===== src/lcr_pkg.sv =====
// Shared constants for the LED source, resource mirror and duplex register block.
// Assumes a 100 MHz APB clock and 32-bit APB data with 16-bit registers in the low half.
`default_nettype none

package lcr_pkg;

  // ----------------------------------------------------------------
  // Register byte offsets
  // ----------------------------------------------------------------
  localparam logic [11:0] LED_SEL_OFFSET   = 12'h000;
  localparam logic [11:0] RES_MIRR_OFFSET  = 12'h004;
  localparam logic [11:0] DUPLEX_OFFSET    = 12'h008;

  // ----------------------------------------------------------------
  // LED source select fields
  // ----------------------------------------------------------------
  localparam int LED_RAW_BIT      = 15;
  localparam int LED_WAKE_BIT     = 8;
  localparam int LED_PSE_BIT      = 7;
  localparam int LED_ADDRM_BIT    = 5;
  localparam int LED_TX_BIT       = 4;
  localparam int LED_POL_BIT      = 3;
  localparam int LED_RX_BIT       = 2;
  localparam int LED_COL_BIT      = 0;
  // Writable bits; all others read as zero except the raw state bit
  localparam logic [15:0] LED_WR_MASK    = 16'h01bd;
  localparam logic [15:0] LED_SEL_RESET  = 16'h0090;

  // ----------------------------------------------------------------
  // Resource mirror fields
  // ----------------------------------------------------------------
  localparam int MIRR_SHMEM_LSB   = 12;
  localparam int MIRR_BOOT_LSB    = 8;
  localparam int MIRR_IRQ_LSB     = 4;
  localparam int MIRR_INACT_BIT   = 3;
  localparam int MIRR_DMA_LSB     = 0;

  // ----------------------------------------------------------------
  // Duplex config fields
  // ----------------------------------------------------------------
  localparam int DUP_MASTER_BIT   = 0;
  localparam int DUP_AUI_BIT      = 1;
  localparam logic [15:0] DUPLEX_RESET   = 16'h0000;

  // ----------------------------------------------------------------
  // Timing
  // ----------------------------------------------------------------
  localparam int unsigned CLK_PERIOD_NS      = 10;
  localparam int unsigned LED_STRETCH_NS     = 50000000;
  localparam int unsigned LED_STRETCH_CYCLES = LED_STRETCH_NS / CLK_PERIOD_NS;
  localparam int          STRETCH_CNT_W      = 24;

  // Register selector
  typedef enum logic [1:0] {
    LCR_SEL_LED,
    LCR_SEL_MIRR,
    LCR_SEL_DUP,
    LCR_SEL_NONE
  } lcr_sel_t;

endpackage

`default_nettype wire


===== src/lcr_led_stretch.sv =====
// LED pulse stretcher: holds the pin on for a minimum time after each activity.
// Assumes the activity level is synchronous to clk.
`timescale 1ns/1ps
`default_nettype none

module lcr_led_stretch #(
  parameter int unsigned STRETCH_CYCLES = lcr_pkg::LED_STRETCH_CYCLES
) (
  input  wire logic clk,
  input  wire logic rst_n,
  input  wire logic stretch_en,
  input  wire logic level_in,
  output var  logic led_q
);

  localparam logic [lcr_pkg::STRETCH_CNT_W-1:0] LOAD =
    lcr_pkg::STRETCH_CNT_W'(STRETCH_CYCLES - 1);

  logic [lcr_pkg::STRETCH_CNT_W-1:0] cnt_q;

  // ----------------------------------------------------------------
  // Hold counter
  // ----------------------------------------------------------------
  // Reload on every active cycle so the tail is measured from the last edge
  always_ff @(posedge clk or negedge rst_n)
  begin
    if (!rst_n)
      cnt_q <= '0;
    // A tail kept while disabled would relight the pin once enabled
    else if (!stretch_en)
      cnt_q <= '0;
    else if (level_in)
      cnt_q <= LOAD;
    else if (cnt_q != '0)
      cnt_q <= cnt_q - 1'b1;
  end

  // ----------------------------------------------------------------
  // Pin
  // ----------------------------------------------------------------
  always_ff @(posedge clk or negedge rst_n)
  begin
    if (!rst_n)
      led_q <= 1'b0;
    else
      led_q <= level_in | (stretch_en & (cnt_q != '0));
  end

endmodule

`default_nettype wire


===== src/lcr_regs.sv =====
// LED source select, resource mirror and duplex config registers on APB.
// Assumes activity and resource inputs come from logic on pclk; APB master
// follows the usual setup/access protocol.
//
// Summary of operation
// - LED pin is OR of enabled functions
// - Reset enables transmit only, stretcher on
// - Bit 15 reads raw unstretched combined state
// - Reserved LED select bits read zero
// - Wake enable lights LED on wake frame
// - Bit 5 limits receive LED to matches
// - Bit 4 includes transmit activity
// - Bit 3 lights LED while polarity correct
// - Receive enable includes receive activity
// - Bit 0 includes collision activity
// - Mirror bits 15-12 show shared memory size
// - Mirror bits 11-8 show boot memory size
// - Mirror bits 7-4 show interrupt line
// - Mirror bit 3 set when memory inactive
// - Mirror bits 2-0 show DMA channel
// - AUI full duplex needs both enables
// - AUI duplex bit RW, cleared by reset only
// - Master enable clear forces half duplex
`timescale 1ns/1ps
`default_nettype none

module lcr_regs #(
  parameter int unsigned STRETCH_CYCLES = lcr_pkg::LED_STRETCH_CYCLES
) (
  input  wire logic        pclk,
  input  wire logic        presetn,
  input  wire logic        psel,
  input  wire logic        penable,
  input  wire logic        pwrite,
  input  wire logic [11:0] paddr,
  input  wire logic [31:0] pwdata,
  input  wire logic [3:0]  pstrb,
  output logic             pready,
  output var  logic [31:0] prdata,
  output var  logic        pslverr,
  input  wire logic        tx_active,
  input  wire logic        rx_active,
  input  wire logic        rx_addr_match,
  input  wire logic        collision,
  input  wire logic        rx_polarity_ok,
  input  wire logic        wake_frame_seen,
  input  wire logic [3:0]  shared_mem_size,
  input  wire logic [3:0]  boot_mem_size,
  input  wire logic [3:0]  irq_line_select,
  input  wire logic        shared_mem_inactive,
  input  wire logic [2:0]  dma_channel_select,
  output logic             activity_led_pin,
  output var  logic        aui_full_duplex,
  output var  logic        tp_full_duplex,
  output var  logic        gpsi_full_duplex
);

  // ----------------------------------------------------------------
  // Address decode
  // ----------------------------------------------------------------
  // Used by both the write and the read path
  function automatic lcr_pkg::lcr_sel_t reg_sel(input logic [11:0] addr);
    lcr_pkg::lcr_sel_t s;
    s = lcr_pkg::LCR_SEL_NONE;
    case (addr)
      lcr_pkg::LED_SEL_OFFSET:  s = lcr_pkg::LCR_SEL_LED;
      lcr_pkg::RES_MIRR_OFFSET: s = lcr_pkg::LCR_SEL_MIRR;
      lcr_pkg::DUPLEX_OFFSET:   s = lcr_pkg::LCR_SEL_DUP;
      default:                  s = lcr_pkg::LCR_SEL_NONE;
    endcase
    return s;
  endfunction

  lcr_pkg::lcr_sel_t sel;
  logic              setup_ph;
  logic              wr_acc;
  logic [15:0]       wmask;

  assign sel      = reg_sel(paddr);
  assign setup_ph = psel & ~penable;
  // Zero wait states: every access completes in its first access cycle
  assign pready   = psel & penable;
  assign wr_acc   = psel & penable & pwrite;
  assign wmask    = {{8{pstrb[1]}}, {8{pstrb[0]}}};

  // ----------------------------------------------------------------
  // Stored registers
  // ----------------------------------------------------------------
  logic [15:0] led_sel_q;
  logic [15:0] led_sel_d;
  logic [15:0] duplex_q;
  logic [15:0] duplex_d;

  always_comb
  begin
    led_sel_d = led_sel_q;
    if (wr_acc && sel == lcr_pkg::LCR_SEL_LED)
      led_sel_d = (led_sel_q & ~wmask) | (pwdata[15:0] & wmask);
    // Reserved and read-only bits never store anything
    led_sel_d = led_sel_d & lcr_pkg::LED_WR_MASK;
  end

  always_ff @(posedge pclk or negedge presetn)
  begin
    if (!presetn)
      led_sel_q <= lcr_pkg::LED_SEL_RESET;
    else
      led_sel_q <= led_sel_d;
  end

  localparam logic [15:0] DUP_MASK =
    (16'h0001 << lcr_pkg::DUP_MASTER_BIT) | (16'h0001 << lcr_pkg::DUP_AUI_BIT);

  always_comb
  begin
    duplex_d = duplex_q;
    if (wr_acc && sel == lcr_pkg::LCR_SEL_DUP)
      duplex_d = (duplex_q & ~wmask) | (pwdata[15:0] & wmask);
    duplex_d = duplex_d & DUP_MASK;
  end

  // Only the reset pin clears these; no read or stop control touches them
  always_ff @(posedge pclk or negedge presetn)
  begin
    if (!presetn)
      duplex_q <= lcr_pkg::DUPLEX_RESET;
    else
      duplex_q <= duplex_d;
  end

  // ----------------------------------------------------------------
  // LED function sources
  // ----------------------------------------------------------------
  localparam int NSRC = 5;

  logic [NSRC-1:0] src;
  logic [NSRC-1:0] en;
  logic [NSRC-1:0] gated;
  logic            rx_qual;
  logic            led_raw;

  // Qualifier narrows receive indication to packets for this node
  assign rx_qual = rx_active &
                   (~led_sel_q[lcr_pkg::LED_ADDRM_BIT] | rx_addr_match);

  assign src = {wake_frame_seen, tx_active, rx_polarity_ok, rx_qual, collision};
  assign en  = {led_sel_q[lcr_pkg::LED_WAKE_BIT],
                led_sel_q[lcr_pkg::LED_TX_BIT],
                led_sel_q[lcr_pkg::LED_POL_BIT],
                led_sel_q[lcr_pkg::LED_RX_BIT],
                led_sel_q[lcr_pkg::LED_COL_BIT]};

  genvar g;
  generate
    for (g = 0; g < NSRC; g++)
    begin : g_src
      assign gated[g] = src[g] & en[g];
    end
  endgenerate

  assign led_raw = |gated;

  // ----------------------------------------------------------------
  // Pulse stretcher
  // ----------------------------------------------------------------
  // A short collision or frame would otherwise be invisible on the pin
  lcr_led_stretch #(
    .STRETCH_CYCLES (STRETCH_CYCLES)
  ) u_stretch (
    .clk        (pclk),
    .rst_n      (presetn),
    .stretch_en (led_sel_q[lcr_pkg::LED_PSE_BIT]),
    .level_in   (led_raw),
    .led_q      (activity_led_pin)
  );

  // ----------------------------------------------------------------
  // Resource mirror
  // ----------------------------------------------------------------
  logic [15:0] mirror;

  always_comb
  begin
    mirror = 16'h0000;
    mirror[lcr_pkg::MIRR_SHMEM_LSB +: 4] = shared_mem_size;
    mirror[lcr_pkg::MIRR_BOOT_LSB  +: 4] = boot_mem_size;
    mirror[lcr_pkg::MIRR_IRQ_LSB   +: 4] = irq_line_select;
    mirror[lcr_pkg::MIRR_INACT_BIT]      = shared_mem_inactive;
    mirror[lcr_pkg::MIRR_DMA_LSB   +: 3] = dma_channel_select;
  end

  // ----------------------------------------------------------------
  // Duplex outputs
  // ----------------------------------------------------------------
  always_ff @(posedge pclk or negedge presetn)
  begin
    if (!presetn)
    begin
      aui_full_duplex  <= 1'b0;
      tp_full_duplex   <= 1'b0;
      gpsi_full_duplex <= 1'b0;
    end
    else
    begin
      aui_full_duplex  <= duplex_q[lcr_pkg::DUP_MASTER_BIT] &
                          duplex_q[lcr_pkg::DUP_AUI_BIT];
      tp_full_duplex   <= duplex_q[lcr_pkg::DUP_MASTER_BIT];
      gpsi_full_duplex <= duplex_q[lcr_pkg::DUP_MASTER_BIT];
    end
  end

  // ----------------------------------------------------------------
  // Read data and error
  // ----------------------------------------------------------------
  // Captured in the setup cycle so the access cycle sees flop outputs
  logic [15:0] rd_mux;

  always_comb
  begin
    case (sel)
      lcr_pkg::LCR_SEL_LED:
      begin
        rd_mux = led_sel_q;
        rd_mux[lcr_pkg::LED_RAW_BIT] = led_raw;
      end
      lcr_pkg::LCR_SEL_MIRR: rd_mux = mirror;
      lcr_pkg::LCR_SEL_DUP:  rd_mux = duplex_q;
      default:               rd_mux = 16'h0000;
    endcase
  end

  always_ff @(posedge pclk or negedge presetn)
  begin
    if (!presetn)
      prdata <= 32'h0000_0000;
    else if (setup_ph && !pwrite)
      prdata <= {16'h0000, rd_mux};
    else if (!psel)
      prdata <= 32'h0000_0000;
  end

  // Unmapped addresses complete with an error and change nothing
  always_ff @(posedge pclk or negedge presetn)
  begin
    if (!presetn)
      pslverr <= 1'b0;
    else if (setup_ph)
      pslverr <= (sel == lcr_pkg::LCR_SEL_NONE);
    else if (!psel)
      pslverr <= 1'b0;
  end

endmodule

`default_nettype wire


===== config.mk =====
export PLATFORM = sky130hd
export DESIGN_NAME = lcr_regs
export DESIGN_NICKNAME = d
export VERILOG_FILES = /design/src/lcr_pkg.sv /design/src/lcr_led_stretch.sv /design/src/lcr_regs.sv
export SDC_FILE = /design/constraint.sdc
export NUM_CORES = 1
export LEC_CHECK = 0
export ABC_AREA = 1
export BUFFER_PORTS_ARGS = -buffer_cell sky130_fd_sc_hd__buf_2
export CAP_MARGIN = 30
export CORE_MARGIN = 2
export CORE_UTILIZATION = 54
export DETAILED_ROUTE_END_ITERATION = 10
export PLACE_DENSITY = 0.85
export SYNTH_ARGS = -nofsm -noshare
export SYNTH_HDL_FRONTEND = slang
export SYNTH_SLANG_ARGS = --single-unit
export TNS_END_PERCENT = 1

===== constraint.sdc =====
create_clock -name pclk -period 4.77 [get_ports pclk]
set_input_delay 1.1925 -clock pclk [delete_from_list [all_inputs] [get_ports pclk]]
set_output_delay 1.1925 -clock pclk [all_outputs]
set_load 0.02 [all_outputs]

==> impl_metrics.yaml, run 1 <==
yosys:
  ys.flop_type: "dfrtp_1"
  synth_area_per_cell_sq_um: 7.24
  most_frequent_cell_after_synthesis: "nand2_1"
  synth_commonest_cells: "nand2_1 (121), nor2_1 (74), dfrtp_1 (51), inv_1 (41), nand3_1 (38)"
  synth.ff_latch_count: 53
  synthCells: 427
  ys.warnings.count: 0
  synth_top_area_share_pct: 41.3
  synth_edf_count: 0
  async_reset_ff_share_pct: 100
  mappedNetlistArea_sq_um: 3090
  number_of_distinct_library_cells_after_synthesis: 31
  synth_top_cells_by_area: "dfrtp_1 (41%), nand2_1 (15%), nor2_1 (9.0%)"
  post_synth_top_area_cell: "dfrtp_1"
  ys_seq_area_share_pct: 43.0
run_status:
  status: "completed"
pwr:
  vdd_ir_drop_max_mv: 0.149
  cellLeakagePower_nw: 2.06
  power-per-cell-area_nw_per_um2: 222
worst_setup_path:
  rr_startpoint: "u_stretch.cnt_q[0]$_DFFE_PN0P_"
  cp.arrival_ps: 1620
  kind_of_end_point_of_the_critical_path: "output pin"
  critPathKind: "in -> out"
  worst_r2r_setup_slack_ps: 2100
  crit-reg2reg-capture: "u_stretch.cnt_q[1]$_DFFE_PN0P_"
  worst_reg2reg_path_depth: 9
  worst-path-max-fanout: 3
  crit_required_ps: 3580
  setup.worst_path.start_class: "input port"
floorplan:
  core_region_area_sq_um: 5510
  die_x_um: 79.7
  die_area_sq_um: 6340
  num_io_pins: 113
  die_y_um: 79.7
  floorplan.initialDensity_pct: 56.1
  num_rows: 27
clocking:
  clock_tree.root_cell: "clkbuf_8"
  cts.path.max_buffers: 2
  clkTransAtPathRegs_ps: 90
  h_tree_lvl_count: 2
  cts_post_setup_buffers_inserted: 0
  cts_tree: "built"
  cts-buffers-inserted: 5
  hold_buffers: 0
  clk_latency_ps: 310
  cts.repair.resized: 0
  clock_sinks: 53
place:
  hpwlAfterDp_mm: 5.52
  post_dp_cell_area_sq_um: 3410
  dp_worst_setup_slack_ps: 1740
  port_buffers: 70
  routabilityCongestion: 0.876
drt:
  route.final.wire_length_mm: 7.22
  drt_pass1_iterations: 4
  detailedRoute.firstIterationViolations: 143
  detail_route.wl_per_cell_um: 12.7
  routed-via-count: 2897
  drt-vias-per-instance: 5.11
  route.antenna.remaining_nets: 0
  drc: 0
finish:
  design_area_sq_um: 3500
  area_delta_synth_final_pct: 13.2
  antenna-diode-count: 0
  post_route_cells_drive_above_1_share_pct: 19.4
  finalNetCount: 571
  num-fill-cells: 503
timing:
  rsz0062_at_grt: "false"
  finalWorstPathRequiredPeriod_ps: 2810
  setup_total_negative_slack_ps: 0
  tightestPinTransition_ps: 975
  final-setup-viol-count: 0
  highest_clock_rate_ghz: 0.355
  finalClockSkew_ps: 9.94
  report.final.hold_viol_count: 0
  finalCritPeriodShare_pct: 59.0
  slew_headroom_pct: 34.8
  finalWorstSetupSlack_ps: 1960
  final_max_slew_viol_count: 0
global_route:
  grt_pass1_vias: 2801
  globalRouteMet2Util_pct: 43.4
  grt_pass1_wl_mm: 12.4
  grt-busiest-layer: "met2"
  gr-usage-all-layers_pct: 25.3
  met3_usage_pct: 5.66
  grt_start_max_net_pins: 54
  gr-usage-met1_pct: 30.4
  antenna_violations_before_repair: 0
  globalRoute.totalOverflow: 0
job:
  max_cap_violations: 0
hold_path:
  whs_path_depth: 0
  hold-path-endpoint: "gpsi_full_duplex$_DFF_PN0_"
  worst_hold_path_type: "reg -> reg"
per-stage QoR:
stage               hold WS [ps]  total power, mW  utilization, %  cells
floorplan                    395            0.502               -    442
global placement             440            0.524            61.9    559
detailed placement           441            0.525            61.9    559
CTS                          465            0.786            63.6    567
global route                 480            0.809            63.6    567
finish                       461            0.776            63.6    567
layout make-up:
class | instances | area, sq um | share of cell area, %
Inverter | 42 | 158 | 4.50
Clock inverter | 3 | 21.3 | 0.608
Sequential cell | 53 | 1330 | 38.0
Timing Repair Buffer | 71 | 358 | 10.2
Multi-Input combinational cell | 321 | 1480 | 42.2
Clock buffer | 5 | 68.8 | 1.97
Tap cell | 72 | 90.1 | 2.57
critical path, stage by stage:
cell and delay, ps:
buf_2 120, nand2_1 100, inv_1 60, buf_2 150
per-layer routing:
layer	wire length (um)	share of wire, %
met2	3540	49
met3	551	7.6
met1	2970	41
met4	161	2.2
met5	0	0
cells in the final DEF (no fill, tap or decap), types with 2 or more instances in the layout:
cell	count
xor2_1	2
a21oi_1	11
conb_1	16
nor3_4	2
nand2_2	4
nor3b_1	4
ha_1	2
inv_1	41
clkbuf_8	5
nand4_1	12
o21ai_1	3
o21ai_2	6
nand2_1	121
nor2_1	74
dfrtp_1	51
nand3_1	38
o21ai_0	15
buf_2	70
nor3_1	3
dfstp_2	2
cell families (layout without fill, tap and decap cells):
kind of cell    after synthesis  count (layout)  share of synthesized area, %
flops                        53              53                          43.0
buf+inv                      68             121                          11.1
simple gates                263             263                          37.2
compound gates               37              37                          6.88
fa+ha+maj                     2               2                         0.810
xor+xnor                      3               3                         0.850
other cells                   1              16                         0.121
report_power, final:
group          switching [mW]  internal, mW
Sequential           0.000558         0.450
Clock                   0.155         0.105
Combinational          0.0455        0.0201
how the worst max path moves through the flow:
stage,from,slack (ps),end,depth (start not counted)
3_5_place_dp,rx_addr_match,1740,u_stretch.cnt_q[1]$_DFFE_PN0P_,7
6_report,penable,1960,pready,4
3_3_place_gp,rx_addr_match,1750,u_stretch.cnt_q[1]$_DFFE_PN0P_,7
4_1_cts,penable,1960,pready,4
2_1_floorplan,psel,2170,pready,2
5_1_grt,u_stretch.cnt_q[0]$_DFFE_PN0P_,1820,u_stretch.cnt_q[0]$_DFFE_PN0P_,7
Note: power is estimated with default switching activity, not from simulation.
==> run 2: changes to the inputs <==
--- a/config.mk
+++ b/config.mk
@@ -9,9 +9,9 @@
 export BUFFER_PORTS_ARGS = -buffer_cell sky130_fd_sc_hd__buf_2
 export CAP_MARGIN = 30
 export CORE_MARGIN = 2
-export CORE_UTILIZATION = 54
+export CORE_UTILIZATION = 45
 export DETAILED_ROUTE_END_ITERATION = 10
-export PLACE_DENSITY = 0.85
+export PLACE_DENSITY = 0.76
 export SYNTH_ARGS = -nofsm -noshare
 export SYNTH_HDL_FRONTEND = slang
 export SYNTH_SLANG_ARGS = --single-unit
==> constraint.sdc (replaced) <==
create_clock -name pclk -period 2.3 [get_ports pclk]
set_input_delay 0.575 -clock pclk [delete_from_list [all_inputs] [get_ports pclk]]
set_output_delay 0.575 -clock pclk [all_outputs]
set_load 0.02 [all_outputs]
==> run 2 against run 1 <==
First-iteration DRC count rose by 2.1%; final area rose by 2.1%; via count fell by 0.66%; die area rose by 19%; critical path depth rose by 6; cell count rose by 2.1%; critical path type is now reg -> reg.
==> impl_metrics.yaml, run 2 (synthesized netlist as in run 1, its figures left out) <==
run_status:
  status: "completed"
worst_setup_path:
  worst_r2r_setup_slack_ps: 440
  crit-reg2reg-capture: "u_stretch.cnt_q[1]$_DFFE_PN0P_"
  kind_of_end_point_of_the_critical_path: "flip-flop"
  rr_startpoint: "u_stretch.cnt_q[0]$_DFFE_PN0P_"
  cp-startpoint: "u_stretch.cnt_q[0]$_DFFE_PN0P_"
  worst_reg2reg_path_depth: 10
  critical_path.endpoint: "u_stretch.cnt_q[1]$_DFFE_PN0P_"
  worst-path-max-fanout: 10
  critPathKind: "reg -> reg"
  crit_required_ps: 2510
  cp.arrival_ps: 2070
  setup.worst_path.start_class: "flip-flop"
global_route:
  gr-usage-all-layers_pct: 20.1
  globalRoute.totalOverflow: 0
  antenna_violations_before_repair: 0
  grt_start_max_net_pins: 32
  grt_pass1_vias: 2641
  grt_pass1_wl_mm: 11.9
clocking:
  clk_latency_ps: 310
  cts.path.max_buffers: 2
  cts-buffers-inserted: 5
  hold_buffers: 0
  cts_post_setup_buffers_inserted: 0
  h_tree_lvl_count: 2
  cts.repair.resized: 0
  clock_tree.root_cell: "clkbuf_8"
  cts_tree: "built"
  clock_sinks: 53
  clkTransAtPathRegs_ps: 100
finish:
  post_route_cells_drive_above_1_share_pct: 19.8
  design_area_sq_um: 3570
  finalNonFillerCells: 579
  area_delta_synth_final_pct: 15.6
  finalNetCount: 575
  layout.cells.most_common_list: "nand2_1 (121), nor2_1 (74), buf_2 (70), dfrtp_1 (51), inv_1 (41)"
  antenna-diode-count: 0
  num-fill-cells: 641
  final_common_cell: "nand2_1"
floorplan:
  core_region_area_sq_um: 6720
  die_y_um: 86.9
  floorplan.initialDensity_pct: 46.0
  num_io_pins: 113
  num_rows: 30
  die_x_um: 86.9
  die_area_sq_um: 7550
timing:
  tightestPinTransition_ps: 963
  report.final.hold_viol_count: 0
  final-setup-viol-count: 0
  final_max_slew_viol_count: 0
  finalClockSkew_ps: 7.88
  highest_clock_rate_ghz: 0.538
  finalCritPeriodShare_pct: 80.8
  finalWorstPathRequiredPeriod_ps: 1860
  rsz0062_at_grt: "false"
  slew_headroom_pct: 35.6
  setup_total_negative_slack_ps: 0
hold_path:
  worst_hold_path_type: "in -> async"
pwr:
  vdd_ir_drop_max_mv: 0.344
  power-per-cell-area_nw_per_um2: 481
  cellLeakagePower_nw: 2.09
drt:
  routed-via-count: 2878
  drt-vias-per-instance: 4.97
  route.final.wire_length_mm: 7.23
  detail_route.wl_per_cell_um: 12.5
  drt_pass1_iterations: 4
  route.antenna.remaining_nets: 0
  detailedRoute.firstIterationViolations: 146
  drc: 0
place:
  hpwlAfterDp_mm: 5.62
  routabilityCongestion: 0.925
  post_dp_cell_area_sq_um: 3460
  place.detailed.instances: 571
  port_buffers: 70
job:
  max_cap_violations: 0
run 2: cell count changes in the layout (fill, tap and decap cells not counted):
cell	previous run	this run
buf_12	0	1
inv_6	1	0
clkinvlp_4	1	0
clkinv_2	1	0
clkinv_4	0	1
clkbuf_1	0	1
bufinv_16	0	1
buf_4	1	4
run 2: per-layer routing:
layer	vias up	share of wire [%]	GRT usage [%]
met5	-	0	0
met4	0	1.4	5.26
met3	8	7.6	5.78
met2	106	49	34.7
met1	1303	42	24.6
li1	1461	-	-
run 2: worst min path at each step:
stage | to | slack (ps) | start | depth (start not counted)
global placement | gpsi_full_duplex$_DFF_PN0_ | 430 | flip-flop | 0
finish | u_stretch.cnt_q[18]$_DFFE_PN0P_ | 240 | presetn | 1
detailed placement | gpsi_full_duplex$_DFF_PN0_ | 440 | flip-flop | 0
CTS | u_stretch.cnt_q[23]$_DFFE_PN0P_ | 270 | presetn | 1
floorplan | asynchronous set/reset pin | 280 | presetn | 0
global route | u_stretch.cnt_q[23]$_DFFE_PN0P_ | 280 | presetn | 1
run 2: cell type report:
| type | count | area [sq um] | area share, % |
|---|---|---|---|
| repair buffers | 75 | 400 | 11.2 |
| multi-input cells | 321 | 1480 | 41.3 |
| flip-flops and latches | 53 | 1330 | 37.2 |
| clock buffers | 6 | 72.6 | 2.03 |
| inverters | 42 | 158 | 4.41 |
| well taps | 80 | 100 | 2.80 |
| clock inverters | 2 | 38.8 | 1.09 |
run 2: worst max-delay path: stages, from the launching register on:
cell and delay, ps:
dfrtp_1 410, inv_1 180, ha_1 210, nand3_1 90, nor2_1 130, nand3_1 100, o21ai_1 230, buf_4 230
inv_1 70, nand2_1 60, nand2_1 50
run 2: stage by stage:
step           power, mW  hold slack, ps  worst slack [ps]  util [%]
2_1_floorplan       1.04             279               557         -
3_3_place_gp        1.09             435               336      51.5
3_5_place_dp        1.10             440               292      51.5
4_1_cts             1.73             271               436      53.2
5_1_grt             1.78             284               172      53.2
6_report            1.72             244               442      53.2
run 2: power by group:
part | switching, mW | internal (mW)
Sequential | 0.00124 | 0.934
Combinational | 0.0950 | 0.0453
Clock | 0.317 | 0.327
